## src/pkg/irme_map.vh

```
// Register offsets, field positions and reset values for the event and mask block
`ifndef IRME_MAP_VH
`define IRME_MAP_VH

// Register byte offsets on the Wishbone bus
`define IRME_OFF_CHAN_LOW_SET 8'h78
`define IRME_OFF_CHAN_LOW_CLR 8'h7c
`define IRME_OFF_EVENT_SET 8'h80
`define IRME_OFF_EVENT_CLR 8'h84
`define IRME_OFF_CHAN_HIGH_SET 8'h70
`define IRME_OFF_CHAN_HIGH_CLR 8'h74
`define IRME_OFF_INT_MASK 8'h88
`define IRME_OFF_CTRL 8'h8c
`define IRME_OFF_IRQ_STATUS 8'h90
`define IRME_OFF_IRQ_CLEAR 8'h94
`define IRME_OFF_IRQ_ENABLE 8'h98

// Event bit positions
`define IRME_EV_RSVD_31 31
`define IRME_EV_GP_IRQ 30
`define IRME_EV_SOFTWARE 29
`define IRME_EV_RSVD_28 28
`define IRME_EV_TARDY 27

// Implemented event bits and reserved read mask
`define IRME_EV_IMPL 32'h68000000
`define IRME_EV_RSVD 32'h90000000

// Control register field positions
`define IRME_CTRL_TARDY_EN 29
`define IRME_CTRL_GP_B_EN 31
`define IRME_CTRL_GP_A_EN 23

// Status register bits for the block's own interrupt
`define IRME_IRQ_GP 0
`define IRME_IRQ_SOFT 1
`define IRME_IRQ_TARDY 2
`define IRME_IRQ_W 3

// Reset values
`define IRME_RST_WORD 32'h00000000
`define IRME_RST_IRQ 3'h0

`endif

```

## src/irme_regs.v

```verilog
// Channel mask and interrupt event registers with a Wishbone slave
`timescale 1ns/1ns
`include "irme_map.vh"

// What this block does
// RULE_01: Accept channel n (0..31) only while lower mask bit n is set.
// RULE_02: Accept channel 32 only while upper mask bit 0 is set.
// RULE_03: Lower mask has set and clear ports; reading either returns the mask.
// RULE_04: Event bit sets on rising source edge or software write-one to set port. The code sets bit 27 on the tardy_ack_sent_i level, not its edge.
// RULE_05: Event bit clears only by software writing one to the clear port.
// RULE_06: Reading the clear port returns events ANDed with the interrupt mask.
// RULE_07: Event bits 31 and 28 always read as zero.
// RULE_08: Bit 30 sets when either enabled general-purpose interrupt input asserts.
// RULE_09: Bit 29 has no hardware source; set only by software.
// RULE_10: Bit 27 sets when tardy enable and receive data pending or response busy.
// RULE_11: Bit 27 also sets on tardy acknowledgment sent while enabled.
// RULE_12: Written zeros leave bits alone; events latch regardless of mask.
module irme_regs (
    // Clock and reset
    input wire clk_i,
    input wire rst_i,
    // Wishbone slave
    input wire cyc_i,
    input wire stb_i,
    input wire we_i,
    input wire [7:0] adr_i,
    input wire [3:0] sel_i,
    input wire [31:0] dat_i,
    output reg [31:0] dat_o,
    output reg ack_o,
    // Receive channel check
    input wire [5:0] rx_chan_i,
    output reg rx_chan_accept_o,
    // Event sources
    input wire gp_irq_a_i,
    input wire gp_irq_b_i,
    input wire rx_fifo_pending_i,
    input wire phys_resp_busy_i,
    input wire tardy_ack_sent_i,
    // Interrupt output
    output reg irq_o
);

    // ==================================================
    // Storage
    reg [31:0] chan_low_r;
    reg [31:0] chan_high_r;
    reg [31:0] event_r;
    reg [31:0] event_nxt;
    reg [31:0] int_mask_r;
    reg [31:0] ctrl_r;
    reg [`IRME_IRQ_W-1:0] irq_stat_r;
    reg [`IRME_IRQ_W-1:0] irq_stat_nxt;
    reg [`IRME_IRQ_W-1:0] irq_en_r;
    reg [31:0] chan_low_nxt;
    reg [31:0] chan_high_nxt;
    reg [31:0] rd_data;
    reg rd_hit;
    reg gp_a_d_r;
    reg gp_b_d_r;
    reg tardy_d_r;
    wire gp_a_s;
    wire gp_b_s;
    wire req;
    wire wr;
    wire [31:0] wmask;
    wire gp_a_cond;
    wire gp_b_cond;
    wire tardy_cond;
    wire wr_low_set;
    wire wr_low_clr;
    wire wr_high_set;
    wire wr_high_clr;
    wire wr_ev_set;
    wire wr_ev_clr;
    wire wr_mask;
    wire wr_ctrl;
    wire wr_irq_clr;
    wire wr_irq_en;
    wire irq_any;
    wire gp_rise;
    wire tardy_rise;
    reg [31:0] ev_hw;

    // Byte-lane mask from Wishbone select
    function [31:0] lane_mask;
        input [3:0] sel;
        begin
            lane_mask = {{8{sel[3]}}, {8{sel[2]}}, {8{sel[1]}}, {8{sel[0]}}};
        end
    endfunction

    // Apply write-one-to-set and write-one-to-clear to a word
    function [31:0] set_clr;
        input [31:0] cur;
        input [31:0] setv;
        input [31:0] clrv;
        begin
            set_clr = (cur & ~clrv) | setv;
        end
    endfunction

    // Write strobe for one register offset; all write decodes share this
    // compare so a request is qualified the same way everywhere
    function wr_to;
        input wr_req;
        input [7:0] adr;
        input [7:0] off;
        begin
            wr_to = wr_req && (adr == off);
        end
    endfunction

    // ==================================================
    // Pin synchronisers, GPIO interrupts come from outside
    irme_sync2 u_sync_a (
        .clk_i(clk_i),
        .rst_i(rst_i),
        .d_i(gp_irq_a_i),
        .q_o(gp_a_s)
    );

    irme_sync2 u_sync_b (
        .clk_i(clk_i),
        .rst_i(rst_i),
        .d_i(gp_irq_b_i),
        .q_o(gp_b_s)
    );

    // ==================================================
    // Bus decode; single-cycle ack, no back-to-back ack
    assign req = cyc_i & stb_i & ~ack_o;
    assign wr = req & we_i;
    assign wmask = lane_mask(sel_i);

    // ==================================================
    // Per-register write strobes
    assign wr_low_set = wr_to(wr, adr_i, `IRME_OFF_CHAN_LOW_SET);
    assign wr_low_clr = wr_to(wr, adr_i, `IRME_OFF_CHAN_LOW_CLR);
    assign wr_high_set = wr_to(wr, adr_i, `IRME_OFF_CHAN_HIGH_SET);
    assign wr_high_clr = wr_to(wr, adr_i, `IRME_OFF_CHAN_HIGH_CLR);
    assign wr_ev_set = wr_to(wr, adr_i, `IRME_OFF_EVENT_SET);
    assign wr_ev_clr = wr_to(wr, adr_i, `IRME_OFF_EVENT_CLR);
    assign wr_mask = wr_to(wr, adr_i, `IRME_OFF_INT_MASK);
    assign wr_ctrl = wr_to(wr, adr_i, `IRME_OFF_CTRL);
    assign wr_irq_clr = wr_to(wr, adr_i, `IRME_OFF_IRQ_CLEAR);
    assign wr_irq_en = wr_to(wr, adr_i, `IRME_OFF_IRQ_ENABLE);

    // ==================================================
    // Event sources
    // RULE_08: gated GPIO inputs, each edge-detected on its own so one
    // input held high cannot hide the other one asserting
    assign gp_a_cond = gp_a_s & ctrl_r[`IRME_CTRL_GP_A_EN];
    assign gp_b_cond = gp_b_s & ctrl_r[`IRME_CTRL_GP_B_EN];
    // RULE_10: tardy level condition
    assign tardy_cond = ctrl_r[`IRME_CTRL_TARDY_EN] &
                        (rx_fifo_pending_i | phys_resp_busy_i);
    // RULE_04: edge detection on sources
    assign gp_rise = (gp_a_cond & ~gp_a_d_r) |
                     (gp_b_cond & ~gp_b_d_r);
    assign tardy_rise = tardy_cond & ~tardy_d_r;

    // Edge history registers; a GPIO or tardy level source held high sets once
    always @(posedge clk_i) begin
        if (rst_i) begin
            gp_a_d_r <= 1'b0;
            gp_b_d_r <= 1'b0;
            tardy_d_r <= 1'b0;
        end else begin
            gp_a_d_r <= gp_a_cond;
            gp_b_d_r <= gp_b_cond;
            tardy_d_r <= tardy_cond;
        end
    end

    // Hardware set vector; bit 29 deliberately has no source
    always @* begin
        ev_hw = `IRME_RST_WORD;
        // RULE_08: GPIO event
        ev_hw[`IRME_EV_GP_IRQ] = gp_rise;
        // RULE_10: tardy on FIFO or busy
        // RULE_11: tardy on ack sent
        ev_hw[`IRME_EV_TARDY] = tardy_rise |
                                (tardy_ack_sent_i & ctrl_r[`IRME_CTRL_TARDY_EN]);
    end

    // ==================================================
    // Next-state logic for set/clear registers
    always @* begin
        chan_low_nxt = chan_low_r;
        chan_high_nxt = chan_high_r;
        event_nxt = event_r;
        // RULE_03: lower mask set and clear
        // RULE_12: zeros leave bits alone
        if (wr_low_set)
            chan_low_nxt = set_clr(chan_low_r, dat_i & wmask, `IRME_RST_WORD);
        if (wr_low_clr)
            chan_low_nxt = set_clr(chan_low_r, `IRME_RST_WORD, dat_i & wmask);
        // Upper mask kept whole; its bit 0 gates channel 32
        if (wr_high_set)
            chan_high_nxt = set_clr(chan_high_r, dat_i & wmask, `IRME_RST_WORD);
        if (wr_high_clr)
            chan_high_nxt = set_clr(chan_high_r, `IRME_RST_WORD, dat_i & wmask);
        // RULE_05: only the clear port clears
        // Clear is applied before any set so a set in the same cycle wins
        if (wr_ev_clr)
            event_nxt = set_clr(event_nxt, `IRME_RST_WORD, dat_i & wmask);
        // RULE_04: software set
        // RULE_09: software event set
        if (wr_ev_set)
            event_nxt = event_nxt | (dat_i & wmask);
        // Hardware set wins over a clear in the same cycle; reserved and
        // unimplemented positions never hold a one
        event_nxt = (event_nxt | ev_hw) & `IRME_EV_IMPL;
    end

    // Block interrupt status; set wins over clear
    always @* begin
        irq_stat_nxt = irq_stat_r;
        if (wr_irq_clr)
            irq_stat_nxt = irq_stat_r & ~dat_i[`IRME_IRQ_W-1:0];
        irq_stat_nxt[`IRME_IRQ_GP] = irq_stat_nxt[`IRME_IRQ_GP] | ev_hw[`IRME_EV_GP_IRQ];
        irq_stat_nxt[`IRME_IRQ_TARDY] = irq_stat_nxt[`IRME_IRQ_TARDY] | ev_hw[`IRME_EV_TARDY];
        irq_stat_nxt[`IRME_IRQ_SOFT] = irq_stat_nxt[`IRME_IRQ_SOFT] |
            (wr_ev_set && dat_i[`IRME_EV_SOFTWARE] && sel_i[3]);
    end

    // ==================================================
    // Register state
    always @(posedge clk_i) begin
        if (rst_i) begin
            chan_low_r <= `IRME_RST_WORD;
            chan_high_r <= `IRME_RST_WORD;
            event_r <= `IRME_RST_WORD;
            irq_stat_r <= `IRME_RST_IRQ;
        end else begin
            chan_low_r <= chan_low_nxt;
            chan_high_r <= chan_high_nxt;
            // RULE_12: latch regardless of mask
            event_r <= event_nxt;
            irq_stat_r <= irq_stat_nxt;
        end
    end

    // Configuration registers; mask and control honour byte lanes so a narrow write
    // cannot disturb their bits in another lane; irq_en_r takes dat_i[2:0] whatever sel_i
    always @(posedge clk_i) begin
        if (rst_i) begin
            int_mask_r <= `IRME_RST_WORD;
            ctrl_r <= `IRME_RST_WORD;
            irq_en_r <= `IRME_RST_IRQ;
        end else begin
            if (wr_mask)
                int_mask_r <= (int_mask_r & ~wmask) | (dat_i & wmask);
            if (wr_ctrl)
                ctrl_r <= (ctrl_r & ~wmask) | (dat_i & wmask);
            if (wr_irq_en)
                irq_en_r <= dat_i[`IRME_IRQ_W-1:0];
        end
    end

    // ==================================================
    // Read mux
    always @* begin
        rd_hit = 1'b1;
        case (adr_i)
            // RULE_03: either port reads the mask
            `IRME_OFF_CHAN_LOW_SET, `IRME_OFF_CHAN_LOW_CLR: begin
                rd_data = chan_low_r;
            end
            `IRME_OFF_CHAN_HIGH_SET, `IRME_OFF_CHAN_HIGH_CLR: begin
                rd_data = chan_high_r;
            end
            // RULE_07: reserved bits read zero
            `IRME_OFF_EVENT_SET: begin
                rd_data = event_r & ~`IRME_EV_RSVD;
            end
            // RULE_06: masked event read
            `IRME_OFF_EVENT_CLR: begin
                rd_data = event_r & int_mask_r & ~`IRME_EV_RSVD;
            end
            `IRME_OFF_INT_MASK: begin
                rd_data = int_mask_r;
            end
            `IRME_OFF_CTRL: begin
                rd_data = ctrl_r;
            end
            `IRME_OFF_IRQ_STATUS: begin
                rd_data = {29'h0, irq_stat_r};
            end
            `IRME_OFF_IRQ_ENABLE: begin
                rd_data = {29'h0, irq_en_r};
            end
            default: begin
                // Unmapped reads zero, still acked so the bus never hangs
                rd_data = `IRME_RST_WORD;
                rd_hit = 1'b0;
            end
        endcase
    end

    // Bus answer, one cycle after the request is seen
    always @(posedge clk_i) begin
        if (rst_i) begin
            ack_o <= 1'b0;
            dat_o <= `IRME_RST_WORD;
        end else begin
            ack_o <= req;
            if (req && !we_i)
                dat_o <= rd_hit ? rd_data : `IRME_RST_WORD;
        end
    end

    // ==================================================
    // Channel acceptance, registered so the output is a flop; the answer
    // follows rx_chan_i by one cycle, so the receive path must allow for it
    always @(posedge clk_i) begin
        if (rst_i) begin
            rx_chan_accept_o <= 1'b0;
        end else begin
            // RULE_01: lower channels
            // RULE_02: channel 32 via upper bit 0
            if (rx_chan_i[5] == 1'b0)
                rx_chan_accept_o <= chan_low_r[rx_chan_i[4:0]];
            else if (rx_chan_i[4:0] == 5'h00)
                rx_chan_accept_o <= chan_high_r[0];
            else
                rx_chan_accept_o <= chan_high_r[rx_chan_i[4:0]];
        end
    end

    // ==================================================
    // Interrupt output
    // Driven from the next status so irq_o rises with the status bit;
    // a change of enable shows one cycle later
    assign irq_any = |(irq_stat_nxt & irq_en_r);

    always @(posedge clk_i) begin
        if (rst_i) begin
            irq_o <= 1'b0;
        end else begin
            irq_o <= irq_any;
        end
    end

endmodule // irme_regs

```

## src/irme_sync2.v

```verilog
// Two-stage synchroniser for pin-level inputs
`timescale 1ns/1ns

module irme_sync2 (
    // Clock and reset
    input wire clk_i,
    input wire rst_i,
    // Level in and out
    input wire d_i,
    output reg q_o
);

    reg meta_r;

    // First stage feeds only the second stage
    always @(posedge clk_i) begin
        if (rst_i) begin
            meta_r <= 1'b0;
            q_o <= 1'b0;
        end else begin
            meta_r <= d_i;
            q_o <= meta_r;
        end
    end

endmodule // irme_sync2

```

## config.mk

```make
export PLATFORM = sky130hd
export DESIGN_NAME = irme_regs
export DESIGN_NICKNAME = d
export VERILOG_FILES = /design/src/irme_regs.v /design/src/irme_sync2.v
export VERILOG_INCLUDE_DIRS = /design/src /design/src/pkg
export SDC_FILE = /design/constraint.sdc
export NUM_CORES = 1
export LEC_CHECK = 0
export BUFFER_PORTS_ARGS = -buffer_cell sky130_fd_sc_hd__clkbuf_2
export CAP_MARGIN = 20
export CORE_ASPECT_RATIO = 1.5
export CORE_MARGIN = 1
export CORE_UTILIZATION = 30
export DETAILED_ROUTE_END_ITERATION = 16
export PLACE_DENSITY_LB_ADDON = 0.12
export SKIP_CTS_REPAIR_TIMING = 1
export SLEW_MARGIN = 20
export SYNTH_ARGS = -nofsm -noshare
export SYNTH_HDL_FRONTEND = slang
export SYNTH_HIERARCHICAL = 1
export SYNTH_SLANG_ARGS = --single-unit
export TNS_END_PERCENT = 50
```

## constraint.sdc

```tcl
create_clock -name clk_i -period 2.5 [get_ports clk_i]
set_input_delay 0.5 -clock clk_i [delete_from_list [all_inputs] [get_ports clk_i]]
set_output_delay 0.5 -clock clk_i [all_outputs]
set_load 0.01 [all_outputs]
```

==> reports/results.tsv, run 1 <==
metric	value	unit
status	completed	
Syn-to-layout area delta	17.8	%
setup violators final	0	
root buf cell	clkbuf_16	
Row Count	72	
Cells after Synth	837	
skew final	0.0131	ns
Synth Flop Type	dfxtp_1	
hold_sp	gp_irq_b_i	
clk slew on worst S/H paths	0.07	ns
syn_nets	897	
first-pass GRT wire length	39800	um
clock buffer count from CTS	17	
max cap viols	0	
commonest non-fill, non-tap cell in the layout	dfxtp_1	
hold depth	2	
Seq/Total Area, Yosys	44.8	%
Synth area leader	dfxtp_1	
CP max FO	17	
Worst Setup End Kind	flip-flop	
Die X	135	um
minimum clock period	1.92	ns
TritonCTS clock tree	built	
grt total ovfl	0	
Pwr Density	618	nW/um2
RSZ-0062 raised after global routing	no	
WS Path Type	input port to flip-flop	
pin count of the biggest net entering global routing	147	
CTS H-tree lvls	4	
initial antenna violation count	0	
Hold Path Class	input port to flip-flop	
total power	0.00583	W
fin crit share	77.0	%
worst path bufs/invs	2	
Sw Pwr	0.00146	W
die area	27400	um2
Comb power frac	5.7	%
Fillers	2692	
R2R Setup Slk	0.61	ns
setup TNS	0	ns
Post-synth ARST share	0	%
Starting Density	30.7	%
P_leak	3.27	nW
top cells by area, synth	dfxtp_1 (45%), a311oi_1 (6.6%), a21oi_1 (6.3%)	
Peak VDD IR	0.000472	V
Clock Sinks	179	
initial DRC count	606	
Worst slew margin	45.3	%
RR Startpoint	ack_o$_SDFF_PP0_	
DRT Pass-1 Iters	8	
Multi-input gate area	4000	um2
diode count	0	
dpl hpwl	17200	um
die height	202	um
Warnings, synthesis	6	
share of cells above drive strength 1	24.2	%
Crit-path slowest cell	or3b_1	
clk buf depth	2	
clock network fraction of total power	45.2	%
final hold vios	0	
Routed WL	25400	um
DRC Markers	0	
Yosys reg bits	179	
crit path launch type	input port	
vias	6750	
Critical Path RT	2.80	ns
GRT Overall Usage	19.2	%
internal power	0.00436	W
I/O Buffers	94	
Post-Syn Area per Cell	9.56	um2
Mapped Area	8010	um2
Seq pwr share	49.0	%
register area	3580	um2
FF-to-FF path depth	6	
cell chain of the critical path	clkbuf_2 -> or3b_1 -> nor4_4 -> buf_4 -> nand2_1 -> nand2_1 -> a21oi_1	
drt wl/cell	20.2	um
CP Depth	7	
Pins Over Slew Limit	0	
via/cell ratio	5.37	
critical path's top delay family	simple AND/OR/NAND/NOR gates	
Worst Hold Path EP	u_sync_b/meta_r$_SDFF_PP0_	
vias in the first global route	6735	
Crit path largest cell delay	0.52	ns
RePlAce Congestion	0.764	
library cells used by synthesis	47	
Fmax	0.520	GHz
number of synthesized flops with an enable pin	0	
Ports	95	
slew at the pin closest to its max-slew limit	0.820	ns
Worst-Skew Late Latency	0.45	ns
core area	26000	um2
Nets	972	
top-area cell type share of the netlist area	44.8	%
commonest non-fill, non-tap cells in the layout	dfxtp_1 (179), a21oi_1 (100), clkbuf_2 (93)	
DRT antenna net count	0	
WP data arrival	2.22	ns
Sw Ratio	25.1	%
CP dominant cell by count	nand2_1	
[power by group through the flow]
stage               Clock [W]  Combinational (W)  Sequential, W
global route          0.00283           0.000360        0.00286
detailed placement          0           0.000338        0.00292
CTS                   0.00271           0.000339        0.00286
finish                0.00264           0.000335        0.00286
global placement            0           0.000339        0.00292
floorplan                   0           0.000162        0.00292
[final cells by class]
cell class | count | share of cell area [%]
Clock inverter | 13 | 1.35
Tap cell | 333 | 4.42
Multi-Input combinational cell | 569 | 42.4
Inverter | 13 | 0.518
Timing Repair Buffer | 132 | 8.57
Sequential cell | 179 | 38.0
Clock buffer | 19 | 4.70
[cells by family (layout without fill, tap and decap cells)]
group | Yosys count | after routing | share of synthesized area [%]
AO/OA/AOI/OAI | 255 | 255 | 21.6
AND/OR/NAND/NOR | 227 | 227 | 14.4
buffers and inverters | 89 | 177 | 5.38
multiplexers | 87 | 87 | 13.9
flip-flops | 179 | 179 | 44.8
[worst max path at each step]
stage,from,end,slack (ns)
floorplan,rx_chan_i[1],rx_chan_accept_o$_SDFF_PP0_,0.37
global placement,adr_i[5],flip-flop,0.13
detailed placement,adr_i[5],flip-flop,0.09
CTS,adr_i[5],flip-flop,0.56
global route,adr_i[5],flip-flop,0.42
finish,adr_i[5],flip-flop,0.58
[through the flow]
step / utilization [%] / hold slack, ns / cell area, um2 / instances / setup slack [ns]
final: 36.2 / 0.269 / 9430 / 1258 / 0.576
after floorplan: - / 0.414 / 8010 / 837 / 0.373
after detailed placement: 34.0 / 0.430 / 8860 / 1226 / 0.0941
after CTS: 36.2 / 0.255 / 9430 / 1258 / 0.561
after global placement: 34.0 / 0.424 / 8860 / 1226 / 0.130
after global routing: 36.2 / 0.291 / 9430 / 1258 / 0.417
[synth_stat cells (2+ instances only)]
cell      number
nor4_4         3
buf_4          8
mux2_2        32
buf_2         16
a311oi_1      60
and2_1         4
o21a_1         5
and3_1         7
nor3b_1        2
clkbuf_1      45
nor3_1         4
mux2i_1       39
mux4_2        16
a31oi_1        2
a22o_1         4
a211oi_1       4
dfxtp_1      179
nor3_4         4
buf_6          6
nor2_1        54
o21ai_0       41
nand4_1        4
nand3_1       41
or3_1          2
a21oi_1      100
nor2b_1        8
a222oi_1      32
and3b_1        2
inv_1         13
and4_1         2
nand2_1       82
[layer usage]
metal	track usage, %	routed length, um	up-vias
met3	3.34	678	29
met1	23.2	11000	3285
met5	0	0	-
li1	-	-	3332
met2	34.1	13200	104
met4	6.34	459	0
(Power assumes the default switching activity.)
==> run 2, diff against run 1 <==
==> constraint.sdc (replaced) <==
create_clock -name clk_i -period 2 [get_ports clk_i]
set_input_delay 0.4 -clock clk_i [delete_from_list [all_inputs] [get_ports clk_i]]
set_output_delay 0.4 -clock clk_i [all_outputs]
set_load 0.01 [all_outputs]
==> reports/results.tsv, run 2 (synthesized netlist as in run 1, its figures left out) <==
metric	value	unit	change
clock buffer count from CTS	17		unchanged
Pins Over Slew Limit	0		unchanged
crit path launch type	flip-flop		
diode count	0		unchanged
slack of the critical path	0.186	ns	-0.390 ns
CP max FO	9		-8
GRT Overall Usage	19.4	%	+0.15 points
Die X	135	um	unchanged
die area	27400	um2	unchanged
Worst Setup End Kind	flip-flop		
Clock Sinks	179		unchanged
Critical Path RT	2.34	ns	-0.46 ns
DRC Markers	0		unchanged
fin crit share	90.7	%	
Routed WL	25600	um	+0.91%
RSZ-0062 raised after global routing	no		
CTS H-tree lvls	4		unchanged
RePlAce Congestion	0.814		+6.5%
commonest non-fill, non-tap cell in the layout	dfxtp_1		
max cap viols	0		unchanged
Pwr Density	755	nW/um2	+22%
Peak VDD IR	0.000577	V	+22%
Worst-Skew Late Latency	0.43	ns	-0.02 ns
die height	202	um	unchanged
vias	6908		+2.3%
I/O Buffers	94		unchanged
WP data arrival	2.15	ns	-0.07 ns
pin count of the biggest net entering global routing	85		-42%
DRT antenna net count	0		unchanged
DRT Pass-1 Iters	5		-3
commonest non-fill, non-tap cells in the layout	dfxtp_1 (179), a21oi_1 (100), clkbuf_2 (93)		
Row Count	72		unchanged
status	completed		
grt total ovfl	0		unchanged
minimum clock period	1.81	ns	
final hold vios	0		unchanged
Syn-to-layout area delta	23.7	%	
clk buf depth	2		unchanged
drt wl/cell	19.8	um	-2.1%
Worst slew margin	35.7	%	-9.6 points
initial antenna violation count	0		unchanged
dpl hpwl	18200	um	+5.9%
vias in the first global route	6888		+2.3%
Fmax	0.551	GHz	
setup violators final	0		unchanged
WS Path Type	flip-flop to flip-flop		
Starting Density	30.7	%	unchanged
setup TNS	0	ns	unchanged
share of cells above drive strength 1	27.2	%	+3.0 points
core area	26000	um2	unchanged
Nets	1011		+4.0%
slew at the pin closest to its max-slew limit	0.964	ns	+0.144 ns
Ports	95		unchanged
Hold Path Class	input port to flip-flop		
TritonCTS clock tree	built		
first-pass GRT wire length	40500	um	+1.6%
root buf cell	clkbuf_16		
initial DRC count	640		+5.6%
clk slew on worst S/H paths	0.07	ns	about the same
skew final	0.00914	ns	-0.00395 ns
P_leak	3.51	nW	+7.5%
post-place setup slack	-0.173	ns	-0.267 ns
fin util	38.0	%	+1.8 points
via/cell ratio	5.33		-0.66%
run 2: cell type report:
| cell class | count | area, um2 |
|---|---|---|
| fill | 2637 | 16100 |
| multi-input combinational | 569 | 4000 |
| sequential | 179 | 3580 |
| timing repair buffer | 171 | 1250 |
| clock buffer | 19 | 443 |
| tap | 333 | 417 |
| clock inverter | 12 | 159 |
| inverter | 13 | 48.8 |
run 2: report_power, final:
part,total (W),internal [W],switching (W)
sequential,0.00357,0.00357,0.00000278
combinational,0.000447,0.000147,0.000300
clock,0.00346,0.00200,0.00146
total,0.00748,0.00571,0.00176
run 2: worst max-delay path: stages (launching register included):
cell,delay [ns]
dfxtp_1,0.33
nand4b_4,0.23
nor4_4,0.28
buf_4,0.18
and2_1,0.34
a21oi_1,0.12
a311oi_1,0.25
run 2: worst paths after layout:
| path | start | endpoint | slack [ns] | cells after the start |
|---|---|---|---|---|
| worst min-delay path | gp_irq_a_i | u_sync_a/meta_r$_SDFF_PP0_ | 0.19 | 2 |
| worst max register to register | ack_o$_SDFF_PP0_ | flip-flop | 0.19 | 6 |
| worst min register to register | u_sync_b/meta_r$_SDFF_PP0_ | u_sync_b/q_o$_SDFF_PP0_ | 0.44 | 1 |
| worst max-delay path | ack_o$_SDFF_PP0_ | flip-flop | 0.19 | 6 |
run 2: metal layers:
metal	GRT usage [%]	vias to the layer above	routed length [um]
met1	23.7	3354	10900
met2	34.5	146	13500
met4	6.46	0	455
met3	2.53	20	752
li1	-	3388	-
met5	0	-	0
run 2: through the flow:
stage          hold WS (ns)  power (W)  area [um2]  cells
4_1_cts               0.181    0.00758        9900   1296
2_1_floorplan         0.414    0.00386        8010    837
5_1_grt               0.200    0.00774        9900   1296
3_3_place_gp          0.422    0.00411        9300   1265
3_5_place_dp          0.428    0.00411        9300   1265
6_report              0.194    0.00748        9900   1296
